==> config.mk <==
export PLATFORM = sky130hd
export DESIGN_NAME = lfs_supervisor
export DESIGN_NICKNAME = d
export VERILOG_FILES = /design/src/logic/lfs_pkg.sv /design/src/logic/lfs_dither.sv /design/src/logic/lfs_supervisor.sv
export VERILOG_INCLUDE_DIRS = /design/src /design/src/logic
export SDC_FILE = /design/constraint.sdc
export NUM_CORES = 1
export LEC_CHECK = 0
export BUFFER_PORTS_ARGS = -buffer_cell sky130_fd_sc_hd__buf_4
export CORE_AREA = 4 4 106 108
export CTS_CLUSTER_DIAMETER = 40
export DETAILED_ROUTE_END_ITERATION = 10
export DIE_AREA = 0 0 110 112
export GPL_TIMING_DRIVEN = 0
export PLACE_DENSITY = 0.58
export SYNTH_ARGS = -nofsm -noshare
export SYNTH_HDL_FRONTEND = slang
export SYNTH_HIERARCHICAL = 1
export SYNTH_SLANG_ARGS = --single-unit
export TNS_END_PERCENT = 50
==> constraint.sdc <==
create_clock -name clk_i -period 4.1 [get_ports clk_i]
set_clock_uncertainty 0.2 [all_clocks]
set_input_delay 0.41 -clock clk_i [delete_from_list [all_inputs] [get_ports clk_i]]
set_output_delay 0.41 -clock clk_i [all_outputs]
set_load 0.005 [all_outputs]
==> src/logic/lfs_consts.svh <==
// Timing, limit and encoding constants of the LED fault supervisor.
`ifndef LFS_CONSTS_SVH
`define LFS_CONSTS_SVH
`define LFS_CLK_HZ        20000000
`define LFS_CLK_MHZ       (`LFS_CLK_HZ / 1000000)
`define LFS_UV_DELAY_NS   50000
`define LFS_UV_CYC        ((`LFS_UV_DELAY_NS * `LFS_CLK_MHZ + 999) / 1000)
`define LFS_SHDN_CYC      32750
`define LFS_DITH_HZ       12500
`define LFS_DITH_HALF_CYC (`LFS_CLK_HZ / (2 * `LFS_DITH_HZ))
`define LFS_DITH_LO_PM    950
`define LFS_DITH_HI_PM    1050
`define LFS_DITH_SHIFT    3
`define LFS_PM_W          11
`define LFS_LEDS          4
`define LFS_ST_OFF        3'h0
`define LFS_ST_START      3'h1
`define LFS_ST_SOFT       3'h3
`define LFS_ST_RUN        3'h2
`define LFS_ST_LATCH      3'h6
`define LFS_ST_SHDN       3'h7
`endif

==> src/logic/lfs_pkg.sv <==
// Types shared by the LED fault supervisor files.
`include "lfs_consts.svh"
package lfs_pkg;
  // Supervisor states, Gray coded along off-start-soft-run.
  typedef enum logic [2:0] {
    LFS_OFF   = `LFS_ST_OFF,
    LFS_START = `LFS_ST_START,
    LFS_SOFT  = `LFS_ST_SOFT,
    LFS_RUN   = `LFS_ST_RUN,
    LFS_LATCH = `LFS_ST_LATCH,
    LFS_SHDN  = `LFS_ST_SHDN
  } lfs_state_e;
  // Comparator outputs from the analog front end, all active high.
  typedef struct packed {
    logic cyc_ilim;
    logic sec_ilim;
    logic in_trip;
    logic sw_ovp;
    logic out_ovp;
    logic led_current_program_pin_oc;
    logic frequency_program_pin_oc;
  } lfs_cmp_s;
  // Latched fault record.
  typedef struct packed {
    logic sec_ilim;
    logic in_trip;
    logic sw_ovp;
  } lfs_latch_s;
endpackage

==> src/logic/lfs_dither.sv <==
// Triangle generator producing the switching frequency factor in per mille.
`timescale 1ns/10ps
`include "lfs_consts.svh"
module lfs_dither #(
  parameter int HALF_CYC = `LFS_DITH_HALF_CYC
) (
  input  wire logic                 clk_i,
  input  wire logic                 sys_rst_i,
  input  wire logic                 ce_i,
  output logic [`LFS_PM_W-1:0]      factor_o
);
  localparam int CW = $clog2(HALF_CYC + 1);
  localparam logic [CW-1:0] TOP = HALF_CYC[CW-1:0];
  localparam logic [`LFS_PM_W-1:0] LO = `LFS_PM_W'(`LFS_DITH_LO_PM);
  logic [CW-1:0] cnt_reg;
  logic          up_reg;

  // Counter ramps up for half a period and down for the other half.
  always_ff @(posedge clk_i) begin
    if (sys_rst_i) begin
      cnt_reg <= '0;
      up_reg  <= 1'b1;
    end else if (ce_i) begin
      if (up_reg) begin
        if (cnt_reg == TOP - 1'b1) begin
          up_reg <= 1'b0;
        end
        cnt_reg <= cnt_reg + 1'b1;
      end else begin
        if (cnt_reg == {{(CW-1){1'b0}}, 1'b1}) begin
          up_reg <= 1'b1;
        end
        cnt_reg <= cnt_reg - 1'b1;
      end
    end
  end

  // Scaled count offsets the low factor, spanning the full sweep.
  always_ff @(posedge clk_i) begin
    if (sys_rst_i) begin
      factor_o <= LO;
    end else if (ce_i) begin
      factor_o <= LO + `LFS_PM_W'(cnt_reg >> `LFS_DITH_SHIFT);
    end
  end
endmodule

==> src/logic/lfs_supervisor.sv <==
// Fault supervisor and enable sequencer of the boost LED driver.
`timescale 1ns/10ps
`include "lfs_consts.svh"
module lfs_supervisor #(
  parameter int N_LED    = `LFS_LEDS,
  parameter int SHDN_CYC = `LFS_SHDN_CYC,
  parameter int UV_CYC   = `LFS_UV_CYC,
  parameter int DITH_CYC = `LFS_DITH_HALF_CYC
) (
  input  wire logic                 clk_i,
  input  wire logic                 sys_rst_i,
  input  wire logic                 ce_i,
  input  wire logic                 uv_low_i,
  input  wire logic                 dim_i,
  input  wire logic                 ss_done_i,
  input  wire lfs_pkg::lfs_cmp_s    cmp_i,
  input  wire logic [N_LED-1:0]     led_short_i,
  input  wire logic [N_LED-1:0]     led_noreg_i,
  output logic                      boost_en_o,
  output logic                      on_kill_o,
  output logic                      disc_gate_en_o,
  output logic [N_LED-1:0]          sink_en_o,
  output logic                      fault_n_o,
  output logic                      shutdown_o,
  output logic                      raise_vout_o,
  output logic [`LFS_PM_W-1:0]      freq_factor_o
);
  import lfs_pkg::*;

  localparam int UVW = $clog2(UV_CYC + 1);
  localparam int DW  = $clog2(SHDN_CYC + 1);
  localparam logic [UVW-1:0] UV_LIM = UV_CYC[UVW-1:0];
  localparam logic [DW-1:0]  DM_LIM = SHDN_CYC[DW-1:0];

  logic [UVW-1:0]        uv_cnt_reg;
  logic                  uv_lock_reg;
  logic [DW-1:0]         dim_cnt_reg;
  logic                  shdn_hit;
  lfs_latch_s            latch_reg;
  lfs_latch_s            latch_set;
  lfs_latch_s            latch_next;
  logic                  trip_any;
  lfs_state_e            state_reg;
  lfs_state_e            state_next;
  logic [N_LED-1:0]      mask_reg;
  logic                  boost_next;
  logic                  kill_next;
  logic                  disc_next;
  logic [N_LED-1:0]      sink_next;
  logic                  fault_n_next;
  logic                  raise_next;
  logic [`LFS_PM_W-1:0]  factor_w;

  // Function telling whether the power stage is allowed to run in a state.
  function automatic logic lfs_active(input lfs_state_e st);
    lfs_active = (st == LFS_SOFT) || (st == LFS_RUN);
  endfunction

  // Undervoltage filter: lock only after a continuous low over the limit.
  always_ff @(posedge clk_i) begin
    if (sys_rst_i) begin
      uv_cnt_reg  <= '0;
      uv_lock_reg <= 1'b0;
    end else if (ce_i) begin
      if (!uv_low_i) begin
        uv_cnt_reg  <= '0;
        uv_lock_reg <= 1'b0;
      end else if (uv_cnt_reg == UV_LIM) begin
        uv_lock_reg <= 1'b1;
      end else begin
        uv_cnt_reg <= uv_cnt_reg + 1'b1;
      end
    end
  end

  // Dimming low-time counter, restarted by any high level.
  always_ff @(posedge clk_i) begin
    if (sys_rst_i) begin
      dim_cnt_reg <= '0;
    end else if (ce_i) begin
      if (dim_i) begin
        dim_cnt_reg <= '0;
      end else if (dim_cnt_reg != DM_LIM) begin
        dim_cnt_reg <= dim_cnt_reg + 1'b1;
      end
    end
  end

  // Shutdown request after the low time has run out.
  assign shdn_hit = !dim_i && (dim_cnt_reg == DM_LIM);

  // Latched faults: clear on shutdown or lockout, a new trip wins.
  always_comb begin
    latch_set.sec_ilim = cmp_i.sec_ilim;
    latch_set.in_trip  = cmp_i.in_trip;
    latch_set.sw_ovp   = cmp_i.sw_ovp;
    latch_next = latch_reg;
    if (shdn_hit || uv_lock_reg) begin
      latch_next = '0;
    end
    latch_next = latch_next | latch_set;
  end

  // Trip is seen in the cycle of the comparator or while stored.
  assign trip_any = (|latch_set) || (|latch_reg);

  // Latch register update.
  always_ff @(posedge clk_i) begin
    if (sys_rst_i) begin
      latch_reg <= '0;
    end else if (ce_i) begin
      latch_reg <= latch_next;
    end
  end

  // Next state of the sequencer; lockout has top priority.
  always_comb begin
    state_next = state_reg;
    case (state_reg)
      LFS_OFF: begin
        if (shdn_hit) begin
          state_next = LFS_SHDN;
        end else if (trip_any) begin
          state_next = LFS_LATCH;
        end else begin
          state_next = LFS_START;
        end
      end
      LFS_START: begin
        if (shdn_hit) begin
          state_next = LFS_SHDN;
        end else if (trip_any) begin
          state_next = LFS_LATCH;
        end else if (!(|led_short_i) && !cmp_i.frequency_program_pin_oc) begin
          state_next = LFS_SOFT;
        end
      end
      LFS_SOFT, LFS_RUN: begin
        if (shdn_hit) begin
          state_next = LFS_SHDN;
        end else if (trip_any) begin
          state_next = LFS_LATCH;
        end else if (cmp_i.frequency_program_pin_oc) begin
          state_next = LFS_START;
        end else if (state_reg == LFS_SOFT && ss_done_i) begin
          state_next = LFS_RUN;
        end
      end
      LFS_LATCH: begin
        if (shdn_hit) begin
          state_next = LFS_SHDN;
        end
      end
      LFS_SHDN: begin
        if (dim_i) begin
          state_next = LFS_START;
        end
      end
      default: begin
        state_next = LFS_OFF;
      end
    endcase
    if (uv_lock_reg) begin
      state_next = LFS_OFF;
    end
  end

  // State register.
  always_ff @(posedge clk_i) begin
    if (sys_rst_i) begin
      state_reg <= LFS_OFF;
    end else if (ce_i) begin
      state_reg <= state_next;
    end
  end

  // Open string mask: strings out of regulation drop at overvoltage.
  always_ff @(posedge clk_i) begin
    if (sys_rst_i) begin
      mask_reg <= '1;
    end else if (ce_i) begin
      if (state_reg != LFS_RUN) begin
        mask_reg <= '1;
      end else if (cmp_i.out_ovp) begin
        mask_reg <= mask_reg & ~led_noreg_i;
      end
    end
  end

  // Drive decisions for the power stage, taken from the next state.
  always_comb begin
    boost_next   = 1'b0;
    kill_next    = 1'b0;
    disc_next    = 1'b0;
    sink_next    = '0;
    raise_next   = 1'b0;
    fault_n_next = 1'b1;
    if (state_next == LFS_START) begin
      disc_next = !cmp_i.frequency_program_pin_oc;
    end else if (lfs_active(state_next)) begin
      disc_next  = 1'b1;
      boost_next = !cmp_i.led_current_program_pin_oc && !cmp_i.out_ovp;
      kill_next  = cmp_i.cyc_ilim;
      if (!cmp_i.led_current_program_pin_oc && dim_i) begin
        sink_next = mask_reg;
      end
      raise_next = (state_next == LFS_RUN) && !cmp_i.out_ovp &&
                   (|(led_noreg_i & mask_reg));
    end
    if (state_next == LFS_LATCH) begin
      fault_n_next = 1'b0;
    end else if (state_next == LFS_START && cmp_i.frequency_program_pin_oc) begin
      fault_n_next = 1'b0;
    end
  end

  // Registered power stage outputs.
  always_ff @(posedge clk_i) begin
    if (sys_rst_i) begin
      boost_en_o     <= 1'b0;
      on_kill_o      <= 1'b0;
      disc_gate_en_o <= 1'b0;
      sink_en_o      <= '0;
      fault_n_o      <= 1'b1;
      raise_vout_o   <= 1'b0;
      shutdown_o     <= 1'b0;
    end else if (ce_i) begin
      boost_en_o     <= boost_next;
      on_kill_o      <= kill_next;
      disc_gate_en_o <= disc_next;
      sink_en_o      <= sink_next;
      fault_n_o      <= fault_n_next;
      raise_vout_o   <= raise_next;
      shutdown_o     <= (state_next == LFS_SHDN);
    end
  end

  // Frequency dither source.
  lfs_dither #(
    .HALF_CYC (DITH_CYC)
  ) u_dither (
    .clk_i     (clk_i),
    .sys_rst_i (sys_rst_i),
    .ce_i      (ce_i),
    .factor_o  (factor_w)
  );

  // Dither factor retimed onto an output flop.
  always_ff @(posedge clk_i) begin
    if (sys_rst_i) begin
      freq_factor_o <= `LFS_PM_W'(`LFS_DITH_LO_PM);
    end else if (ce_i) begin
      freq_factor_o <= factor_w;
    end
  end

  localparam logic [`LFS_PM_W-1:0] PM_LO = `LFS_PM_W'(`LFS_DITH_LO_PM);
  localparam logic [`LFS_PM_W-1:0] PM_HI = `LFS_PM_W'(`LFS_DITH_HI_PM);
endmodule

==> After elaboration in Yosys (flattened, before gate mapping) <==
Cells that the tools add are included.
{ "classes": {"bitwise": 4, "n_eq_ne": 18, "mux": 39, "add_sub_neg": 5, "reduce_logical": 28} }
{ "op_table": {"columns": ["cell", "n"], "rows": [
  ["two-way mux 3 bit", 13],
  ["two-way mux 10 bit", 3],
  ["two-way mux 15 bit", 2],
  ["adder 10 x 1 -> 10 bit, second input constant", 2],
  ["== test 10 bit, second input constant", 2],
  ["two-way mux 4 bit", 5],
  ["adder 15 x 1 -> 15 bit, second input constant", 1],
  ["== test 15 bit, second input constant", 1],
  ["two-way mux 1 bit", 15],
  ["!= test 15 bit, second input constant", 1],
  ["one-hot mux 3 bit (5 select lines)", 1],
  ["== test 3 x 2 -> 1 bit, second input constant", 4],
  ["== test 3 bit, second input constant", 4],
  ["adder 10 x 7 -> 11 bit, first input constant", 1],
  ["== test 10 x 1 -> 1 bit, second input constant", 1],
  ["subtractor 10 x 1 -> 10 bit, second input constant", 1],
  ["AND 4 bit", 2],
  ["logical AND 1 bit", 8],
  ["AND reduction 2 bit", 4],
  ["OR reduction 4 bit", 2],
  ["== test 3 x 1 -> 1 bit, second input constant", 2],
  ["OR reduction 3 bit", 2],
  ["zero test 1 bit", 5],
  ["NOT 4 bit", 1],
  ["other kinds (8)", 11]
]} }
{ "word_totals": {"elab_cells": 113, "input_bits": 21, "regBits": 79} }

==> Depth between registers and ports, before layout <==
Gate-level depths: netlist (run 1).
{ "logic_depth": {"ltp_word": 13, "mapped_depth": 8, "depth_no_buf": 7} }

==> Hierarchy <==
Netlist (run 1), hierarchy kept.
{ "by_module_without_submodules": {"columns": ["mod", "seq_area_each_um2", "area_per_inst_um2", "instances", "cells_each"], "rows": [
  ["lfs_supervisor", 1141.1, 2558.7, 1, 285],
  ["lfs_dither", 440.4, 1282.5, 1, 142]
]} }

==> Worst setup path before layout (run 1) <==
Ideal clock, no wire load.
{ "synth_timing": {"path_type": "flip-flop to flip-flop", "start": "register dim_cnt_reg[9]", "end": "register state_reg[1]", "path_buffers": 1, "setup_slack_ns": 2.010, "t_arrival_ns": 1.827, "setup_ns": 0.063, "path_stages_with_launch": 7, "period_less_slack_ns": 2.090, "path_cell_list": "dfxtp_1 nand4_2 or4_1 buf_2 a311o_1 mux2_4 nor2_2"} }
{ "synth_between": {"elab_chain_len": 5} }
{ "synth_rtl": {"columns": ["item", "line", "rtl"], "rows": [
  ["start: declaration", "lfs_supervisor.sv:37", "logic [DW-1:0] dim_cnt_reg;"],
  ["start signal: assignment", "lfs_supervisor.sv:84", "dim_cnt_reg <= dim_cnt_reg + 1'b1;"],
  ["== test 15 bit (*)", "lfs_supervisor.sv:90", "assign shdn_hit = !dim_i && (dim_cnt_reg == DM_LIM);"],
  ["logical AND 1 bit (*)", "lfs_supervisor.sv:90", null],
  ["two-way mux 3 bit (on tied branches)", null, null],
  ["one-hot mux 3 bit (5 select lines) (*)", "lfs_supervisor.sv:119", "case (state_reg)"],
  ["two-way mux 3 bit (*)", "lfs_supervisor.sv:163", "if (uv_lock_reg) begin"],
  ["end signal: assignment", "lfs_supervisor.sv:173", "state_reg <= state_next;"],
  ["end: declaration", "lfs_supervisor.sv:43", "lfs_state_e state_reg;"]
]} }
Mark *: on every way between the ends. The rest lies on a longest branch, timed or not.
A chain may end at the register's enable or synchronous reset.

==> Final worst setup path (run 1) <==
{ "layout_timing": {"start": "register dim_cnt_reg[9]", "end": "register latch_reg[0] (netlist bit)"} }
{ "layout_between": {"elab_chain_len": 5} }
{ "layout_rtl": {"columns": ["item", "line", "rtl"], "rows": [
  ["== test 15 bit", "lfs_supervisor.sv:90", null],
  ["logical AND 1 bit", "lfs_supervisor.sv:90", null],
  ["logical OR 1 bit", "lfs_supervisor.sv:98", "if (shdn_hit || uv_lock_reg) begin"],
  ["two-way mux 3 bit", "lfs_supervisor.sv:98", null],
  ["OR 3 bit", "lfs_supervisor.sv:101", "latch_next = latch_next | latch_set;"],
  ["end signal: assignment", "lfs_supervisor.sv:112", "latch_reg <= latch_next;"],
  ["end: declaration", "lfs_supervisor.sv:39", "lfs_latch_s latch_reg;"]
]} }
Every way passes these cells.

==> impl_metrics.json, run 1 <==
{
  "pre_cts_ws_ps": 1541,
  "synth_top_cell_by_area": "dfxtp_1",
  "arrival_ps": 2550,
  "path_delay_family": "simple AND/OR/NAND/NOR gates",
  "grt_pass1_vias": 3187,
  "hold_buffers": 0,
  "via_count": 3244,
  "power.density_nw_per_um2": 345.6,
  "synth_area_leaders": "dfxtp_1 (41%), nor2_1 (5.1%), xnor2_1 (4.3%)",
  "setup_tns_ps": 0,
  "tightest_slew_ps": 788.6,
  "area_delta_synth_final_pct": 18.27,
  "antenna_found_initial": 0,
  "drt_iter0_drc": 112,
  "register_area_um2": 1582,
  "core.rowCount": 37,
  "synthTopCellsByCount": "dfxtp_1 (79), nor2_1 (52), nand2_1 (26), a21oi_1 (19), xnor2_1 (19)",
  "p_leak_nw": 1.695,
  "fmax_mhz": 394.7,
  "initial_core_util": 0.3754,
  "slowest_stage": "nor4_2",
  "finalNetCount": 510,
  "fill_cells": 1021,
  "final_hold_viol_count": 0,
  "post-route-drc-count": 0,
  "synth_top_area_frac": 0.4117,
  "layout-drive-gt1-share": 0.1818,
  "synth_edf_count": 0,
  "maxCapViolCount": 0,
  "clock-sinks": 79,
  "end_kind": "register",
  "grt_pass1_wl_um": 15100,
  "async_flop_share": 0,
  "p_total_w": 0.001570,
  "htree_levels": 3,
  "stdcell_count": 620,
  "multiInputGateArea_um2": 2098,
  "vias_per_cell": 5.232,
  "synthDistinctLibCells": 65,
  "post_drt_wl_per_cell_um": 14.12,
  "dieArea_um2": 12320,
  "syn_area_per_cell_um2": 8.996,
  "rsz0062_at_grt": "no",
  "cts_buffer_depth": 2,
  "fin_crit_sh": 0.6180,
  "firstDrtPassIters": 4,
  "min_path_type": "primary input to register",
  "path_clk_slew_ps": 80,
  "grt-ovfl-total": 0,
  "cp_slowest_stage_delay_ps": 750,
  "ctsResizeCount": 0,
  "critPathLaunchType": "register",
  "synth_fp_nets": 458,
  "crit_type": "register to register",
  "postCtsSetupBuffers": 0,
  "die_y_um": 112,
  "ir_drop_mv": 0.1453,
  "insertion_delay_ps": 350,
  "num_antenna_cells": 0,
  "crit_chain": "nand4_2 -> nor4_2 -> buf_2 -> o21ai_0 -> a22oi_1 -> nor2_1",
  "cts_buffers": 9,
  "crit_buf_inv": 1,
  "ant_nets": 0,
  "wirelength_um": 8753,
  "status": "finished clean",
  "hpwl_um": 6523,
  "seq_area_frac_synth": 0.4117,
  "netlist_area_um2": 3841,
  "place.gp.congestion": 0.8242,
  "largest_reg_flops": 15,
  "dp.cells": 604,
  "yosys_most_used_dff": "dfxtp_1",
  "min_period_ps": 2534,
  "synth_cells": 427,
  "slew_viol_final": 0,
  "synth-seq-cells": 79,
  "maxSlewHeadroom": 0.4699,
  "critical_path_required_ps": 4120,
  "die_w_um": 110,
  "cts_tree": "yes",
  "clockRootBuffer": "clkbuf_8",
  "grt_util_all_layers": 0.1517,
  "yosysWarnings": 6,
  "grt_max_degree": 13,
  "numPortBuffers": 41,
  "synth_most_common_cell": "dfxtp_1",
  "core_um2": 10230,
  "worst-path-max-fanout": 10,
  "setup_ws_ps": 1566,
  "setup_viol": 0,
  "num_io_pins": 42
}
## tightest hold or removal path, cell delays in order
cell and delay, ps:
buf_4 80, a22oi_1 50, nor2_1 80
## power breakdown
group / internal (W) / switching (W)
clock network: 0.000376 / 0.000272
logic: 0.0000574 / 0.0000673
registers: 0.000783 / 0.0000149
total: 0.00122 / 0.000354
## cells in the final DEF (no fill, tap or decap), types with 3 or more instances in the layout
| cell type | count |
|---|---|
| a211o_1 | 8 |
| a211oi_1 | 3 |
| a21o_1 | 7 |
| a21oi_1 | 19 |
| a22o_1 | 6 |
| a22oi_1 | 5 |
| and3_1 | 3 |
| and4_2 | 3 |
| buf_2 | 4 |
| buf_4 | 42 |
| buf_6 | 3 |
| clkbuf_1 | 12 |
| clkbuf_8 | 12 |
| dfxtp_1 | 79 |
| ha_1 | 10 |
| inv_1 | 11 |
| mux2_2 | 3 |
| mux2i_1 | 7 |
| nand2_1 | 26 |
| nand2b_1 | 8 |
| nand3_1 | 14 |
| nand4_1 | 8 |
| nor2_1 | 52 |
| nor2b_1 | 13 |
| nor3_1 | 8 |
| nor3b_1 | 4 |
| nor4_1 | 11 |
| o211ai_1 | 3 |
| o21ai_0 | 16 |
| o21bai_1 | 4 |
| or2_2 | 4 |
| or3_1 | 9 |
| xnor2_1 | 19 |
| xor2_1 | 7 |
## cells by family after synthesis
| group | Yosys count | share of synthesized area |
|---|---|---|
| simple gates | 181 | 0.2642 |
| mux | 11 | 0.03094 |
| xor+xnor | 26 | 0.05928 |
| fa+ha+maj | 10 | 0.03257 |
| buf+inv | 32 | 0.04202 |
| flops | 79 | 0.4117 |
| compound gates | 88 | 0.1593 |
## routing by layer
layer,track usage,routed length (um),vias to the layer above
li1,-,-,1638
met5,0,0,-
met3,0.03652,425,8
met2,0.2391,4181,59
met1,0.2006,4056,1539
met4,0.05320,89,0
## path summary, 6_finish.rpt
| path | startpoint | end | slack, ps | depth (start not counted) |
|---|---|---|---|---|
| min reg2reg | u_dither/factor_o[8]$_SDFFE_PP1P_ | freq_factor_o[8]$_SDFFE_PP1P_ | 260 | 1 |
| min | cmp_i[6] | on_kill_o$_SDFFE_PP0P_ | 100 | 3 |
| max | dim_cnt_reg[9]$_SDFFE_PP0P_ | latch_reg[0]$_SDFFE_PP0P_ | 1570 | 6 |
| max reg2reg | dim_cnt_reg[9]$_SDFFE_PP0P_ | latch_reg[0]$_SDFFE_PP0P_ | 1570 | 6 |
## layout make-up
cell class,instances,share of cell area
well taps,136,0.03746
repair buffers,41,0.06775
clock inverters,3,0.01432
plain buffers,21,0.02644
multi-input cells,316,0.4619
inverters,11,0.009088
flip-flops and latches,79,0.3481
clock buffers,13,0.03498
## metrics by stage
stage,instance area (um2),hold WS [ps],utilization
after floorplan,3841,230.9,-
after global placement,4319,243.8,0.4222
after detailed placement,4319,244.4,0.4222
after CTS,4543,89.60,0.4441
after global routing,4543,113.8,0.4441
final,4543,99.58,0.4441
No activity file was read; power rests on OpenSTA's default activity.
==> inputs of run 2 (changes only) <==
==> constraint.sdc (replaced) <==
create_clock -name clk_i -period 2.5 [get_ports clk_i]
set_clock_uncertainty 0.2 [all_clocks]
set_input_delay 0.25 -clock clk_i [delete_from_list [all_inputs] [get_ports clk_i]]
set_output_delay 0.25 -clock clk_i [all_outputs]
set_load 0.005 [all_outputs]
==> run 2 against run 1 <==
Clock-buffer cell count unchanged. Register-to-register slack got worse by 1400 ps. Total power increased by 65%.
==> impl_metrics.json, run 2 (synthesis gave the netlist of run 1 again) <==
{
  "status": "finished clean",
  "setup_tns_ps": 0,
  "numPortBuffers": 41,
  "p_total_w": 0.002596,
  "holdPathStages": 3,
  "rsz0062_at_grt": "yes",
  "post-route-drc-count": 0,
  "grt_util_all_layers": 0.1537,
  "maxSlewHeadroom": 0.5357,
  "ir_drop_mv": 0.2396,
  "critical_path_required_ps": 2580,
  "grt_max_degree": 13,
  "hp-start": "cmp_i[2]",
  "min_delay_worst_endpoint": "boost_en_o$_SDFFE_PP0P_",
  "setup_viol": 0,
  "largest_reg_flops": 15,
  "clockRootBuffer": "clkbuf_8",
  "arrival_ps": 2450,
  "final_cell_area_um2": 4688,
  "htree_levels": 3,
  "final_hold_viol_count": 0,
  "via_count": 3311,
  "antenna_found_initial": 0,
  "fmax_mhz": 421.4,
  "die_y_um": 112,
  "power.density_nw_per_um2": 553.6,
  "dieArea_um2": 12320,
  "die_w_um": 110,
  "post_drt_wl_per_cell_um": 14.22,
  "tightest_slew_ps": 696.4,
  "ant_nets": 0,
  "grt_pass1_vias": 3239,
  "fin_crit_sh": 0.9492,
  "end_kind": "register",
  "most-common-layout-cells": "dfxtp_1 (79), nor2_1 (52), buf_4 (42)",
  "core_um2": 10230,
  "path_clk_slew_ps": 80,
  "hpwl_um": 6523,
  "num_io_pins": 42,
  "p_leak_nw": 1.769,
  "final_common_cell": "dfxtp_1",
  "firstDrtPassIters": 4,
  "cts_buffer_depth": 2,
  "num_antenna_cells": 0,
  "regToRegSetupSlack_ps": 160,
  "r2r_start": "dim_cnt_reg[0]$_SDFFE_PP0P_",
  "min_path_type": "primary input to register",
  "critPathLaunchType": "primary input",
  "grt_pass1_wl_um": 15300,
  "drt_iter0_drc": 129,
  "grt-ovfl-total": 0,
  "min_period_ps": 2373,
  "dp.cells": 604,
  "finalNetCount": 521,
  "vias_per_cell": 5.247,
  "slew_viol_final": 0,
  "cts_buffers": 9,
  "worst-path-max-fanout": 5,
  "insertion_delay_ps": 350,
  "regToRegEndpoint": "latch_reg[0]$_SDFFE_PP0P_",
  "core.rowCount": 37,
  "layout-drive-gt1-share": 0.1838,
  "initial_core_util": 0.3754,
  "reg2regPathDepth": 8,
  "crit_type": "primary input to register",
  "wirelength_um": 8974,
  "critPathLaunch": "cmp_i[0]",
  "cts_tree": "yes",
  "place.gp.congestion": 0.8242,
  "place_area_um2": 4319,
  "stdcell_count": 631,
  "clock-sinks": 79,
  "area_delta_synth_final_pct": 22.05,
  "maxCapViolCount": 0
}
==> run 2: changes by cell type in the layout (fill, tap and decap cells not counted), sizes merged <==
cell,before,now
dlygate4sd3,0,11
==> run 2: worst max path at each step <==
stage	to	slack (ps)	cells after the start
global placement	latch_reg[1]$_SDFFE_PP0P_	30	6
detailed placement	latch_reg[2]$_SDFFE_PP0P_	40	6
finish	boost_en_o$_SDFFE_PP0P_	130	7
CTS	latch_reg[2]$_SDFFE_PP0P_	6	6
global route	latch_reg[0]$_SDFFE_PP0P_	-40	6
floorplan	state_reg[1]$_SDFFE_PP0P_	410	6
==> run 2: layout make-up <==
class	instances	area, um2
Fill cell	1018	5543
Multi-Input combinational cell	316	2133
Sequential cell	79	1582
Timing Repair Buffer	52	417.9
Tap cell	136	170.2
Clock buffer	13	158.9
Buffer	21	120.1
Clock inverter	3	65.06
Inverter	11	41.29
==> run 2: critical path, cell delays in order <==
cell	delay, ps
dlygate4sd3_1	550
buf_4	170
nor4_2	240
a31oi_1	150
or3_4	440
or4b_1	500
a21oi_1	160
==> run 2: per-stage QoR <==
stage	utilization	worst slack (ps)	hold WS, ps
final	0.4582	126.9	37.80
after global routing	0.4582	-38.32	37.24
after CTS	0.4548	6.074	20.50
after floorplan	-	409.7	169.3
after detailed placement	0.4222	36.36	244.4
after global placement	0.4222	25.27	243.8
==> run 2: metal layers <==
layer | global-route usage | up-vias | part of all wire
met5 | 0 | - | 0
met4 | 0.05320 | 0 | 0.014
met3 | 0.03594 | 14 | 0.042
met2 | 0.2435 | 58 | 0.48
met1 | 0.2031 | 1581 | 0.46
li1 | - | 1658 | -
==> run 2: where the power goes <==
group / total, W / internal [W] / switching, W
clock: 0.00106 / 0.000617 / 0.000448
sequential: 0.00131 / 0.00128 / 0.0000253
combinational: 0.000222 / 0.000107 / 0.000116
==> run 2: timing repair <==
item / CTS / global route
hold buffers: 11 / 0
resized for setup: 0 / 5
endpoints found under the setup margin: 0 / 12
buffers inserted: 0 / 0
endpoints found under the hold margin: 12 / 0
==> inputs of run 3 (changes only) <==
--- a/config.mk
+++ b/config.mk
@@ -6,15 +6,16 @@
 export SDC_FILE = /design/constraint.sdc
 export NUM_CORES = 1
 export LEC_CHECK = 0
+export ABC_AREA = 1
 export BUFFER_PORTS_ARGS = -buffer_cell sky130_fd_sc_hd__buf_4
-export CORE_AREA = 4 4 106 108
+export CORE_AREA = 4 4 109 111
 export CTS_CLUSTER_DIAMETER = 40
 export DETAILED_ROUTE_END_ITERATION = 10
-export DIE_AREA = 0 0 110 112
+export DIE_AREA = 0 0 113 115
 export GPL_TIMING_DRIVEN = 0
 export PLACE_DENSITY = 0.58
 export SYNTH_ARGS = -nofsm -noshare
 export SYNTH_HDL_FRONTEND = slang
 export SYNTH_HIERARCHICAL = 1
 export SYNTH_SLANG_ARGS = --single-unit
-export TNS_END_PERCENT = 50
+export TNS_END_PERCENT = 100
==> run 3 against run 2 <==
Worst setup slack improved by 410 ps. Critical path depth grew 4. Synthesized cell count is 37% higher. Via count increased by 17%. Largest cell class unchanged. Die area up 5.5%. Combinational power up 26%. Register-to-register slack better by 370 ps. Clock power down 9%. Sequential share of layout area down 1.2 points. Total power is 0.94% lower. Flip-flop and latch count unchanged. Sequential power about the same.
==> impl_metrics.json, run 3 <==
{
  "holdWs_ps": 17.78,
  "synthDistinctLibCells": 46,
  "most-common-layout-cells": "nand2_1 (138), dfxtp_1 (79), nor2_1 (64)",
  "insertion_delay_ps": 360,
  "synth_area_leaders": "dfxtp_1 (39%), nand2_1 (13%), a21oi_1 (5.9%)",
  "finalNetCount": 675,
  "seqPwrFrac": 0.517,
  "yosysWarnings": 6,
  "die_w_um": 113,
  "highest_layer": "met4",
  "setup_viol": 0,
  "grt_pass1_vias": 3930,
  "grt-ovfl-total": 0,
  "area_delta_synth_final_pct": 18.94,
  "worst-path-max-fanout": 7,
  "p_leak_nw": 2.063,
  "synth_fp_nets": 614,
  "post-route-drc-count": 0,
  "synth_top_area_frac": 0.3867,
  "power.density_nw_per_um2": 528.5,
  "firstDrtPassIters": 4,
  "setup_tns_ps": 0,
  "ctsResizeCount": 0,
  "maxCapViolCount": 0,
  "synth_cells": 583,
  "numPortBuffers": 40,
  "switchingPower_w": 0.0006677,
  "vias_per_cell": 4.913,
  "status": "finished clean",
  "maxSlewHeadroom": 0.5386,
  "ir_drop_mv": 0.4029,
  "cts_buffer_depth": 2,
  "fill_cells": 1110,
  "slew_viol_final": 0,
  "arrival_ps": 2060,
  "drt_iter0_drc": 187,
  "multiInputGateArea_um2": 2133,
  "hpwl_um": 7946,
  "path_delay_family": "simple AND/OR/NAND/NOR gates",
  "final_hold_viol_count": 0,
  "switching_share": 0.2597,
  "tightest_slew_ps": 692.1,
  "power_frac_comb": 0.109,
  "place_area_um2": 4566,
  "critPathLaunchType": "register",
  "dieArea_um2": 13000,
  "rsz0062_at_grt": "no",
  "synth-seq-cells": 79,
  "min_period_ps": 1965,
  "die_y_um": 115,
  "via_count": 3876,
  "seq_area_frac_synth": 0.3867,
  "cts_buffers": 9,
  "post_drt_wl_per_cell_um": 13.36,
  "synth_edf_count": 0,
  "layout-drive-gt1-share": 0.1618,
  "initial_core_util": 0.3790,
  "fin_crit_sh": 0.7861,
  "largest_reg_flops": 15,
  "grt_max_degree": 14,
  "wl_met3_um": 378,
  "antenna_found_initial": 0,
  "netlist_area_um2": 4090,
  "num_io_pins": 42,
  "critical_path_required_ps": 2600,
  "slowest_stage": "dfxtp_1",
  "place.gp.congestion": 0.8634,
  "fmax_mhz": 508.8,
  "p_int_w": 0.001903,
  "synthTopCellsByCount": "nand2_1 (138), dfxtp_1 (79), nor2_1 (64), inv_1 (60), a21oi_1 (48)",
  "num_antenna_cells": 0,
  "detail_route.wirelength.met1_um": 4653,
  "met2_length_um": 5411,
  "hold_buffers": 10,
  "ant_nets": 0,
  "final_cell_area_um2": 4865,
  "end_kind": "register",
  "cts_tree": "yes",
  "final_common_cell": "nand2_1",
  "register_area_um2": 1582,
  "grt_pass1_wl_um": 18150,
  "crit_top_cell": "nand3_1",
  "synth_most_common_cell": "nand2_1",
  "grt_util_all_layers": 0.1716,
  "yosys_most_used_dff": "dfxtp_1",
  "crit_type": "register to register",
  "clockRootBuffer": "clkbuf_8",
  "crit_chain": "inv_1 -> ha_1 -> nand2_1 -> nor2_1 -> nand3_1 -> nand2_2 -> nand2_4 -> inv_4 -> nor3_1 -> nand3_1 -> a21oi_1",
  "min_path_type": "primary input to register",
  "path_clk_slew_ps": 80,
  "syn_area_per_cell_um2": 7.016,
  "clkPwrFrac": 0.374,
  "cp_slowest_stage_delay_ps": 420,
  "synth_top_cell_by_area": "dfxtp_1",
  "htree_levels": 3,
  "crit_buf_inv": 2,
  "clock-sinks": 79,
  "postCtsSetupBuffers": 0,
  "async_flop_share": 0,
  "core_um2": 10790,
  "wirelength_um": 10540,
  "core.rowCount": 38
}
-- run 3: cell count changes after synthesis, moves of 8 or more --
| cell | delta |
|---|---|
| o21ai_0 | +19 |
| nand2b_1 | -8 |
| nor2b_1 | -13 |
| nand3_1 | +18 |
| inv_1 | +49 |
| or3_1 | -9 |
| a21oi_1 | +29 |
| xnor2_1 | -17 |
| nand2_1 | +112 |
| nor2_1 | +12 |
| a211o_1 | -8 |
| nor4_1 | -9 |
-- run 3: cells by family (layout without fill, tap and decap cells) --
logic type	Yosys count	in the layout	synth area share
AOI/OAI and AO/OA	107	107	0.1474
xor gates and xnor gates	9	9	0.01927
buffers and inverters	86	152	0.09177
adders and majority gates	10	10	0.03059
and+or+nand+nor	292	292	0.3243
DFF	79	79	0.3867
-- run 3: layout make-up --
type / instances / share of cell area
Buffer: 20 / 0.02392
Inverter: 66 / 0.05324
Tap cell: 140 / 0.03601
Multi-Input combinational cell: 418 / 0.4385
Sequential cell: 79 / 0.3251
Timing Repair Buffer: 50 / 0.08230
Clock inverter: 5 / 0.01183
Clock buffer: 11 / 0.02906
-- run 3: final timing paths --
path                                  to                  startpoint  depth (start not counted)  slack [ps]
max           uv_cnt_reg[8]$_SDFFE_PP0P_  uv_cnt_reg[0]$_SDFFE_PP0P_                         11         530
min          disc_gate_en_o$_SDFFE_PP0P_                    cmp_i[0]                          4          20
max reg2reg   uv_cnt_reg[8]$_SDFFE_PP0P_  uv_cnt_reg[0]$_SDFFE_PP0P_                         11         530
min reg2reg   uv_cnt_reg[8]$_SDFFE_PP0P_  uv_cnt_reg[8]$_SDFFE_PP0P_                          2         250
-- run 3: metrics by stage --
step	std cells	total power (W)	util	worst slack [ps]
after floorplan	583	0.001516	-	816.1
after global placement	763	0.001620	0.4230	624.4
after detailed placement	763	0.001629	0.4230	545.0
after CTS	789	0.002614	0.4507	511.3
after global routing	789	0.002703	0.4507	343.1
final	789	0.002571	0.4507	534.7
-- run 3: layer usage --
metal | vias to the layer above | track usage
li1 | 2012 | -
met2 | 45 | 0.3132
met3 | 6 | 0.04105
met5 | - | 0
met1 | 1813 | 0.1972
met4 | 0 | 0.05689
-- run 3: power by group through the flow --
stage	Sequential (W)	Combinational (W)	Clock (W)
after global placement	0.00136	0.000263	0
after CTS	0.00133	0.000284	0.00100
after floorplan	0.00135	0.000163	0
after detailed placement	0.00136	0.000270	0
after global routing	0.00134	0.000317	0.00105
final	0.00133	0.000279	0.000962
-- run 3: tightest hold or removal path: cells and delay by family --
family | cells | cell delay (ps)
buf+inv | 2 | 150
simple gates | 1 | 80
compound gates | 1 | 50
